--- config.mk ---
export PLATFORM = sky130hd
export DESIGN_NAME = pwm_output_stop_and_protect
export DESIGN_NICKNAME = d
export VERILOG_FILES = /design/src/shared/pwm_stop_pkg.sv /design/src/rtl/pwm_output_stop_and_protect.sv /design/src/rtl/stop_detect.sv
export SDC_FILE = /design/constraint.sdc
export NUM_CORES = 1
export LEC_CHECK = 0
export BUFFER_PORTS_ARGS = -buffer_cell sky130_fd_sc_hd__buf_2
export CAP_MARGIN = 20
export CORE_MARGIN = 3
export CORE_UTILIZATION = 47
export CTS_BUF_LIST = sky130_fd_sc_hd__clkbuf_2 sky130_fd_sc_hd__clkbuf_4 sky130_fd_sc_hd__clkbuf_8
export DETAILED_ROUTE_END_ITERATION = 7
export GPL_TIMING_DRIVEN = 0
export PLACE_DENSITY = 0.87
export REMOVE_ABC_BUFFERS = 1
export SLEW_MARGIN = 20
export SYNTH_ARGS = -nofsm -noshare
export SYNTH_HDL_FRONTEND = slang
export SYNTH_SLANG_ARGS = --single-unit
export TNS_END_PERCENT = 30
--- constraint.sdc ---
create_clock -name i_clock -period 1.5 [get_ports i_clock]
set_input_delay 0.375 -clock i_clock [delete_from_list [all_inputs] [get_ports i_clock]]
set_output_delay 0.375 -clock i_clock [all_outputs]
set_load 0.005 [all_outputs]
--- src/shared/pwm_stop_pkg.sv ---
// Package of register map, field positions and reset values for the output stop and protect logic
package pwm_stop_pkg;
   // ----------------------------------------------------------------
   // Register addresses
   // ----------------------------------------------------------------
   localparam logic [31:0] ADDR_OUTPUT_MODE   = 32'hFFFFF57D;
   localparam logic [31:0] ADDR_WRITE_UNLOCK  = 32'hFFFFF57C;
   localparam logic [31:0] ADDR_OUTPUT_ENABLE = 32'hFFFFF57F;
   localparam logic [31:0] ADDR_STOP_CONTROL  = 32'hFFFFF57E;

   // ----------------------------------------------------------------
   // Field positions and masks
   // ----------------------------------------------------------------
   localparam int          MODE_ACTIVE_HIGH_BIT = 7;
   localparam int          MODE_STOP_DIS_BIT    = 3;
   localparam logic [7:0]  MODE_WRITE_MASK      = 8'hFB;  // Bit 2 reads zero
   localparam logic [7:0]  ENABLE_WRITE_MASK    = 8'h3F;  // Bits 7:6 read zero
   localparam int          CTRL_RELEASE_BIT     = 0;      // Write 1 to release
   localparam int          CTRL_STATUS_BIT      = 1;      // Reads stop status
   localparam int          NUM_OUTPUTS          = 6;

   // ----------------------------------------------------------------
   // Reset values
   // ----------------------------------------------------------------
   localparam logic [7:0]  MODE_RESET   = 8'h00;
   localparam logic [7:0]  ENABLE_RESET = 8'h00;

   // ----------------------------------------------------------------
   // Trigger codes and bus write kinds
   // ----------------------------------------------------------------
   localparam logic [1:0]  TRIG_RISING  = 2'h0;
   localparam logic [1:0]  TRIG_FALLING = 2'h1;
   localparam logic [1:0]  TRIG_LOW     = 2'h2;

   typedef enum logic [1:0] {OP_STORE, OP_SET, OP_CLEAR, OP_INVERT} write_op_t;
endpackage

--- src/rtl/pwm_output_stop_and_protect.sv ---
// Output stop, write protected output mode and output enable logic of a six output PWM timer
`timescale 1ns/1ps
module pwm_output_stop_and_protect #(
   parameter int N_OUT = 6                        // Number of pulse outputs
) (
   input  wire logic                     i_clock,      // Peripheral clock, 125 MHz
   input  wire logic                     i_rst_n,      // Asynchronous reset, active low
   input  wire logic [31:0]              i_addr,       // CPU register address
   input  wire logic                     i_wr,         // CPU write strobe
   input  wire logic                     i_rd,         // CPU read strobe
   input  wire logic [7:0]               i_wdata,      // CPU byte write data
   input  wire pwm_stop_pkg::write_op_t  i_wr_op,      // Store or bit set/clear/invert
   input  wire logic [2:0]               i_bit_idx,    // Bit index for bit operations
   input  wire logic                     i_emergency_stop_in, // Emergency stop input
   input  wire logic                     i_counter_run,// Timer counting
   input  wire logic [N_OUT-1:0]         i_pwm_wave,   // Waveforms from the generator
   output logic [7:0]                    o_rdata,      // Read data, registered
   output logic                          o_rvalid,     // Read data valid pulse
   output logic [N_OUT-1:0]              o_pulse_out,  // Pulse output levels
   output logic [N_OUT-1:0]              o_pulse_oe,   // Pulse output enables
   output logic                          o_stopped     // Forced stop status
);
   import pwm_stop_pkg::*;

   // ----------------------------------------------------------------
   // Elaboration check
   // ----------------------------------------------------------------
   if (N_OUT != NUM_OUTPUTS) begin : g_bad_width
      $error("N_OUT must equal the six outputs the register fields serve");
   end

   // ----------------------------------------------------------------
   // State
   // ----------------------------------------------------------------
   logic [7:0]       output_mode_reg;
   logic [7:0]       output_enable_reg;
   logic             unlocked;
   logic             stopped;
   logic [7:0]       rdata;
   logic             rvalid;
   logic [N_OUT-1:0] pulse_out;
   logic [N_OUT-1:0] pulse_oe;
   logic [7:0]       next_output_mode_reg;
   logic [7:0]       next_output_enable_reg;
   logic             next_unlocked;
   logic             next_stopped;
   logic [7:0]       next_rdata;
   logic             next_rvalid;
   logic [N_OUT-1:0] next_pulse_out;
   logic [N_OUT-1:0] next_pulse_oe;
   logic             trigger;
   logic             access;
   logic [7:0]       ctrl_wbyte;

   // Trigger detector on the emergency stop input
   stop_detect u_stop_detect (
      .i_clock   (i_clock),
      .i_rst_n   (i_rst_n),
      .i_stop_in (i_emergency_stop_in),
      .i_trig_sel(output_mode_reg[1:0]),
      .o_trigger (trigger)
   );

   // Applies a store or single bit operation to a byte
   function automatic logic [7:0] apply_op(input logic [7:0] old_val, input write_op_t op,
                                           input logic [2:0] idx, input logic [7:0] data);
      logic [7:0] bit_mask;
      bit_mask = 8'h01 << idx;
      case (op)
         OP_STORE:  apply_op = data;
         OP_SET:    apply_op = old_val | bit_mask;
         OP_CLEAR:  apply_op = old_val & ~bit_mask;
         OP_INVERT: apply_op = old_val ^ bit_mask;
         default:   apply_op = old_val;
      endcase
   endfunction

   assign access = i_wr | i_rd;

   // Stop control write byte; bit operations act on a zero byte
   assign ctrl_wbyte = apply_op(8'h00, i_wr_op, i_bit_idx, i_wdata);

   // ----------------------------------------------------------------
   // Register writes, unlock sequence and stop latch
   // ----------------------------------------------------------------
   always_comb begin
      next_output_mode_reg   = output_mode_reg;
      next_output_enable_reg = output_enable_reg;
      next_unlocked          = unlocked;
      next_stopped           = stopped;
      // Any access consumes a pending unlock; an unlock write rearms it
      if (access) begin
         next_unlocked = 1'b0;
      end
      if (i_wr && i_addr == ADDR_WRITE_UNLOCK) begin
         next_unlocked = 1'b1;
      end
      // Protected mode write only lands as the next access after the unlock write
      if (i_wr && i_addr == ADDR_OUTPUT_MODE && unlocked) begin
         next_output_mode_reg = apply_op(output_mode_reg, i_wr_op, i_bit_idx, i_wdata)
                                & MODE_WRITE_MASK;
      end
      // Output enable accepts byte stores and bit operations freely
      if (i_wr && i_addr == ADDR_OUTPUT_ENABLE) begin
         next_output_enable_reg = apply_op(output_enable_reg, i_wr_op, i_bit_idx, i_wdata)
                                  & ENABLE_WRITE_MASK;
      end
      // Release by writing 1; a trigger in the same cycle still wins
      if (i_wr && i_addr == ADDR_STOP_CONTROL && ctrl_wbyte[CTRL_RELEASE_BIT]) begin
         next_stopped = 1'b0;
      end
      if (trigger && !output_mode_reg[MODE_STOP_DIS_BIT]) begin
         next_stopped = 1'b1;
      end
   end

   // ----------------------------------------------------------------
   // Read path
   // ----------------------------------------------------------------
   always_comb begin
      next_rvalid = i_rd;
      next_rdata  = 8'h00;
      if (i_rd) begin
         case (i_addr)
            ADDR_OUTPUT_MODE:   next_rdata = output_mode_reg;
            ADDR_OUTPUT_ENABLE: next_rdata = output_enable_reg;
            ADDR_STOP_CONTROL:  next_rdata[CTRL_STATUS_BIT] = stopped;
            default:            next_rdata = 8'h00;
         endcase
      end
   end

   // ----------------------------------------------------------------
   // Output stage, one generate entry per pulse output
   // ----------------------------------------------------------------
   for (genvar g = 0; g < N_OUT; g++) begin : g_out
      always_comb begin
         next_pulse_oe[g] = output_enable_reg[g];
         // Stopped or idle outputs sit at the inactive level; counting continues
         if (stopped || !i_counter_run) begin
            next_pulse_out[g] = ~output_mode_reg[MODE_ACTIVE_HIGH_BIT];
         end else begin
            next_pulse_out[g] = i_pwm_wave[g];
         end
      end
   end

   // Register update
   always_ff @(posedge i_clock or negedge i_rst_n) begin
      if (!i_rst_n) begin
         output_mode_reg   <= MODE_RESET;
         output_enable_reg <= ENABLE_RESET;
         unlocked          <= 1'b0;
         stopped           <= 1'b0;
         rdata             <= 8'h00;
         rvalid            <= 1'b0;
         pulse_out         <= '0;
         pulse_oe          <= '0;
      end else begin
         output_mode_reg   <= next_output_mode_reg;
         output_enable_reg <= next_output_enable_reg;
         unlocked          <= next_unlocked;
         stopped           <= next_stopped;
         rdata             <= next_rdata;
         rvalid            <= next_rvalid;
         pulse_out         <= next_pulse_out;
         pulse_oe          <= next_pulse_oe;
      end
   end

   assign o_rdata     = rdata;
   assign o_rvalid    = rvalid;
   assign o_pulse_out = pulse_out;
   assign o_pulse_oe  = pulse_oe;
   assign o_stopped   = stopped;
endmodule // pwm_output_stop_and_protect

--- src/rtl/stop_detect.sv ---
// Emergency stop input trigger detector
`timescale 1ns/1ps
module stop_detect (
   input  wire logic       i_clock,      // Peripheral clock
   input  wire logic       i_rst_n,      // Asynchronous reset, active low
   input  wire logic       i_stop_in,    // Emergency stop input level
   input  wire logic [1:0] i_trig_sel,   // Trigger select code
   output logic            o_trigger     // Valid trigger seen this cycle
);
   import pwm_stop_pkg::*;

   logic prev_in;
   logic next_prev_in;

   // ----------------------------------------------------------------
   // Trigger decode
   // ----------------------------------------------------------------
   always_comb begin
      next_prev_in = i_stop_in;
      case (i_trig_sel)
         TRIG_RISING:  o_trigger = i_stop_in & ~prev_in;
         TRIG_FALLING: o_trigger = ~i_stop_in & prev_in;
         TRIG_LOW:     o_trigger = ~i_stop_in;
         default:      o_trigger = 1'b0;
      endcase
   end

   // Previous sample of the input, starts high so a held high does not look like a rising edge
   always_ff @(posedge i_clock or negedge i_rst_n) begin
      if (!i_rst_n) begin
         prev_in <= 1'b1;
      end else begin
         prev_in <= next_prev_in;
      end
   end
endmodule // stop_detect

# Word-level counts from Yosys, hierarchy flattened
# Index checks and enable logic that the tools add are counted.
word_totals:
  elab_cells: 65
  reg_bits: 37
  out_inout_bits: 22
  input_bits: 57
op_classes:
  reduce_logical: 15
  eq_ne: 9
  bitwise: 13
  shift: 1
  n_mux: 18
op_table:
  columns: ["cell", "n"]
  rows:
  - ["equality test 32 bit, second input constant", 4]
  - ["one-hot mux 8 bit (4 select lines)", 1]
  - ["one-hot mux 6 bit (4 select lines)", 1]
  - ["one-hot mux 6 bit (2 select lines)", 1]
  - ["two-way mux 1 bit", 10]
  - ["one-hot mux 1 bit (3 select lines)", 3]
  - ["bitwise AND 8 bit", 1]
  - ["two-way mux 8 bit", 1]
  - ["inverter 8 bit", 1]
  - ["bitwise OR 8 bit", 1]
  - ["<< shifter 1 x 3 -> 8 bit, first input constant", 1]
  - ["bitwise XOR 8 bit", 1]
  - ["logical AND 1 bit", 7]
  - ["bitwise AND 6 bit", 1]
  - ["equality test 2 bit, second input constant", 3]
  - ["bitwise OR 6 bit", 1]
  - ["bitwise XOR 6 bit", 1]
  - ["equality test 2 x 1 -> 1 bit, second input constant", 2]
  - ["zero test 2 bit", 2]
  - ["nonzero test 2 bit", 2]
  - ["inverter 1 bit", 3]
  - ["bitwise AND 1 bit", 2]
  - ["zero test 1 bit", 2]
  - ["one-hot mux 1 bit (2 select lines)", 1]
  - ["other kinds (3)", 3]

# Logic depth before layout (Yosys ltp)
depth:
  ltp_word: 6
  ltp_mapped: 6
  ltp_nobuf: 6

# Cells and area by module
# Synthesis repeated with hierarchy kept, for this count alone.
unflattened:
  hier_cells: 219
  hier_area_um2: 2311.0
modules_own_cells:
  columns: ["module", "cells_each", "seq_area_each_um2", "instances", "area_per_inst_um2"]
  rows:
  - ["pwm_output_stop_and_protect", 214, 900.9, 1, 2252.2]
  - ["stop_detect", 5, 26.3, 1, 58.8]

# Worst setup path after synthesis
# OpenSTA, ideal clock, no wires.
synth_timing:
  path_kind: "input to register"
  start: "input port i_bit_idx[1]"
  end: "register output_enable_reg[1]"
  setup_slack_ns: -0.239
  t_arrival_ns: 1.615
  t_required_ns: 1.375
  setup_ns: 0.125
  n_path_buf: 0
  path_stages: 5
  cell_sequence: "or3b_2 -> ha_1 -> a21oi_1 -> a21oi_1 -> mux2_2"
synth_via:
  elab_chain_cells: 4
  word_cells_on_any_way: 6
  cone_classes: "shift: 1; mux: 1; bitwise: 4"
synth_lines:
  columns: ["element", "line", "source"]
  rows:
  - ["start, declared", "pwm_output_stop_and_protect.sv:13", "input wire logic [2:0] i_bit_idx,"]
  - ["<< shifter 1 x 3 -> 8 bit (*)", "pwm_output_stop_and_protect.sv:68", "bit_mask = 8'h01 << idx;"]
  - ["inverter 8 bit", "pwm_output_stop_and_protect.sv:72", "OP_CLEAR: apply_op = old_val & ~bit_mask;"]
  - ["bitwise AND 6 bit", "pwm_output_stop_and_protect.sv:72", null]
  - ["one-hot mux 6 bit (4 select lines) (*)", "pwm_output_stop_and_protect.sv:69", "case (op)"]
  - ["end signal, assigned", "pwm_output_stop_and_protect.sv:161", "output_enable_reg <= next_output_enable_reg;"]
  - ["end, declared", "pwm_output_stop_and_protect.sv:36", "logic [7:0] output_enable_reg;"]
# Every way passes the cells marked *; elsewhere a longest branch is shown, timed or not.
# A chain may end at the register's enable or synchronous reset.

# Worst setup path in the final report
layout_timing:
  start: "register output_enable_reg[2]"
  end: "register output_enable_reg[2]"
layout_via:
  elab_chain_cells: 2
  word_cells_on_any_way: 4
  cone_classes: "mux: 1; bitwise: 3"
layout_lines:
  columns: ["element", "line", "source"]
  rows:
  - ["bitwise XOR 6 bit (tied with other cells)", "pwm_output_stop_and_protect.sv:73", "OP_INVERT: apply_op = old_val ^ bit_mask;"]
  - ["one-hot mux 6 bit (4 select lines) (*)", "pwm_output_stop_and_protect.sv:69", null]
# Marks and branches as above.

==> summary.md <==
| Metric | Value |
|---|---|
| Status | `complete, but fails checks` |
| Failing checks | `negative setup slack` |
| Max Clock Skew | `about 5.4 ps` |
| I/O pin count | `79` |
| Fill count | `333` |
| TritonCTS buffer count | `5` |
| CTS tree | `done` |
| Slew Limit Fails | `0` |
| Slew HR | `44.71%` |
| Reg-to-Reg Start | `output_enable_reg[2]` |
| DRC violation total after the first TritonRoute iteration | `82` |
| Number of cells on the critical path | `4` |
| Family with the most delay on the worst path | `multiplexers` |
| Vias post-DR | `between 1500 and 2000` |
| Routed wire length | `5683 µm` |
| Die ar. | `0.005678 mm²` |
| Hold crit path type | `in -> async` |
| Routed Antenna Nets | `0` |
| Fin area | `between 0.003 and 0.004 mm²` |
| Tightest Pin Transition | `~830 ps` |
| CTS Sinks | `37` |
| Area added between synthesis and finish | `33.59%` |
| # hold bufs at CTS | `0` |
| Mapped Area | `roughly 0.0023 mm²` |
| Final Hold Vio Count | `0` |
| DRC Markers | `0` |
| Yosys warning count | `0` |
| Largest net degree at the start of global routing | `39` |
| Psw | `slightly above 500 µW` |
| Row Count | `24` |
| Number of port buffers | `78` |
| Mapped Cells | `approximately 220` |
| Worst setup margin | `-93.76 ps` |
| Initial cell density of the core | `approximately 50%` |
| CP peak stage delay | `~460 ps` |
| Required time worst endpoint | `1680 ps` |
| CTS H-tree depth | `2` |
| Pwr dens | `approximately 650 mW/mm²` |
| Drt via density | `5.479` |
| Tot Pwr | `about 2.0 mW` |
| Register area share after synthesis | `between 40% and 50%` |
| Area share of and/or/nand/nor cells after synthesis | `about a fifth` |
| Synth Register Bits | `37` |
| Fin crit share | `106.3%` |
| CTS Buffer Depth | `2` |
| CP bufs+invs | `1` |
| Worst setup EP type | `flip-flop` |
| Core box area | `between 0.004 and 0.005 mm²` |
| Post-DP HPWL | `about 3700 µm` |
| Highest clock rate | `around 630 MHz` |
| Area of the multi-input gates | `0.001373 mm²` |
| Pre-CTS setup slack | `-478.6 ps` |
| Combinational power share | `between 10 and 15%` |
| Net Sw Frac | `approximately 26%` |
| Count of final setup violators | `7` |
| Post-synth top area share | `roughly 40%` |
| Layout cells sized above 1 | `a little under half` |
| Worst-skew pair later-pin latency | `300 ps` |
| Main combinational cell family by area after synthesis | `simple AND/OR/NAND/NOR gates` |
| Register-to-register setup slack | `-90 ps` |
| Post-synthesis mux area share | `a little under an eighth` |
| Clock Tree Root | `clkbuf_8` |
| Overall routing resource usage | `20.81%` |
| Compound-Gate Fraction of Synth Area | `under 10%` |
| Top cells by area, synth | `dfrtp_1 (40%), ha_1 (14%), mux2_2 (7.0%), a21oi_1 (4.9%), a211oi_1 (3.3%)` |
| Commonest cells after routing, fill and taps aside | `buf_2 (74), dfrtp_1 (36), ha_1 (22), nor2_1 (20), a21oi_1 (17)` |
| Clock transition at path regs | `approximately 70 ps` |
| CP arrival | `1780 ps` |
| Area taken by flip-flops and latches | `~900 µm²` |
| Crit path kind | `reg -> reg` |
| NumNets Final | `just under 400` |
| Chip height | `between 70 and 80 µm` |
| Xor/xnor share of the synthesized area | `0%` |
| Total gr overflow | `0` |
| RSZ-0062 raised after global routing | `true` |
| Max-Cap Viols | `0` |
| Placed cell areas | `~0.0027 mm²` |
| Initial antenna violation count | `0` |
| # diodes | `0` |
| Pre-antenna DRT Iters | `4` |
| R2R Path End | `output_enable_reg[2]` |
| Peak VDD IR | `0.2673 mV` |
| DR WL/cell | `about 16 µm` |
| Syn_area_per_cell | `10.37 µm²` |
| Final min period | `~1600 ps` |
| Die Span X | `between 70 and 80 µm` |
| Worst reg2reg path depth | `4` |
| Count of different cell masters after synthesis | `34` |
| Critical Path Fanout Max | `5` |
| Clock Power Share | `a little over a third` |
| Adder-Cell Fraction of Synth Area | `between 10% and 20%` |
| CP Launch Type | `flip-flop` |
| Share of the core filled with cells | `67.06%` |
| Placer Congestion | `0.7136` |
| Worst-path cell chain | `inv_1 > ha_1 > mux4_2 > mux2_2` |
| Worst hold slack | `around 180 ps` |
| Cell leakage power | `1.473 nW` |
| Slowest stage cell, crit path | `mux4_2` |
| First-pass GRT wire length | `roughly 9000 µm` |
| Post-synth top area cell | `dfrtp_1` |
| Vias in the first global route | `approximately 1900` |
| Reg power frac | `between 50 and 60%` |
| P_int | `~1.5 mW` |
| Max FFs per register | `8` |
| Commonest non-fill, non-tap cell in the layout | `buf_2` |
==> layout make-up <==
cell class	instances	area share (%)
Multi-Input combinational cell	156	45.44
Tap cell	52	2.154
Timing Repair Buffer	90	16.61
Inverter	18	2.237
Clock inverter	2	0.3314
Clock buffer	6	2.527
Sequential cell	37	30.70
==> through the flow <==
stage,instances,setup TNS [ps]
2_1_floorplan,211,-2101
3_3_place_gp,341,-8010
3_5_place_dp,341,-8783
4_1_cts,362,-231.3
5_1_grt,361,-852.1
6_report,361,-330.8
==> layer usage <==
metal	global-route usage [%]	up-vias	share of wire, %	wire, µm
met1	24.81	968	42	2376
met5	0	-	0	0
met4	9.709	0	1.9	106
li1	-	952	-	-
met2	36.15	48	52	2969
met3	3.958	10	4.1	231
==> power groups by stage <==
stage | registers (mW) | logic [mW] | clock network, mW
3_5_place_dp | 1.02 | 0.239 | 0
6_report | 1.00 | 0.271 | 0.693
2_1_floorplan | 1.02 | 0.0914 | 0
3_3_place_gp | 1.02 | 0.228 | 0
5_1_grt | 1.00 | 0.300 | 0.733
4_1_cts | 1.00 | 0.253 | 0.697
==> synthesized netlist by cell type, drive strengths merged <==
master and instances:
o21ai 1, or3 1, dfstp 1, a21oi 22, and2 3, mux4 3
nor4 2, o2111ai 1, nand3 7, mux2i 4, nor3b 1, or3b 3
nand4b 1, a21o 1, nand2 12, buf 4, inv 18, nor2b 6
nor3 2, a31o 1, dfrtp 36, nand3b 4, a211oi 10, nand4bb 1
nor2 20, and3 1, clkbuf 3, ha 26, nand4 8, o2bb2ai 1
mux2 14
==> worst max-delay path by stage <==
stage | start | to
5_1_grt | output_enable_reg[2] | output_enable_reg[2]
4_1_cts | output_enable_reg[2] | output_enable_reg[2]
3_3_place_gp | i_addr[9] | output_mode_reg[1]
2_1_floorplan | i_bit_idx[1] | output_enable_reg[1]
3_5_place_dp | i_bit_idx[1] | output_enable_reg[1]
6_report | output_enable_reg[2] | output_enable_reg[2]
==> worst register-to-register path, stage by stage, from the launching register on <==
cell,delay [ps]
dfrtp_1,420
inv_1,60
ha_1,270
mux4_2,460
mux2_2,270
==> logic make-up (layout without fill, tap and decap cells) <==
kind of cell,Yosys count,in the layout
AO/OA/AOI/OAI,37,37
adder cells (fa/ha/maj),26,26
buffers and inverters,25,116
flip-flops,37,37
multiplexers,21,21
AND/OR/NAND/NOR,72,72
==> repair_timing <==
item                       in CTS  in global routing
setup endpoints to repair      20                 16
pin swaps                       8                  5
gates resized for setup        16                 17
setup buffers                  13                  0
No activity file was read; power rests on OpenSTA's default activity.
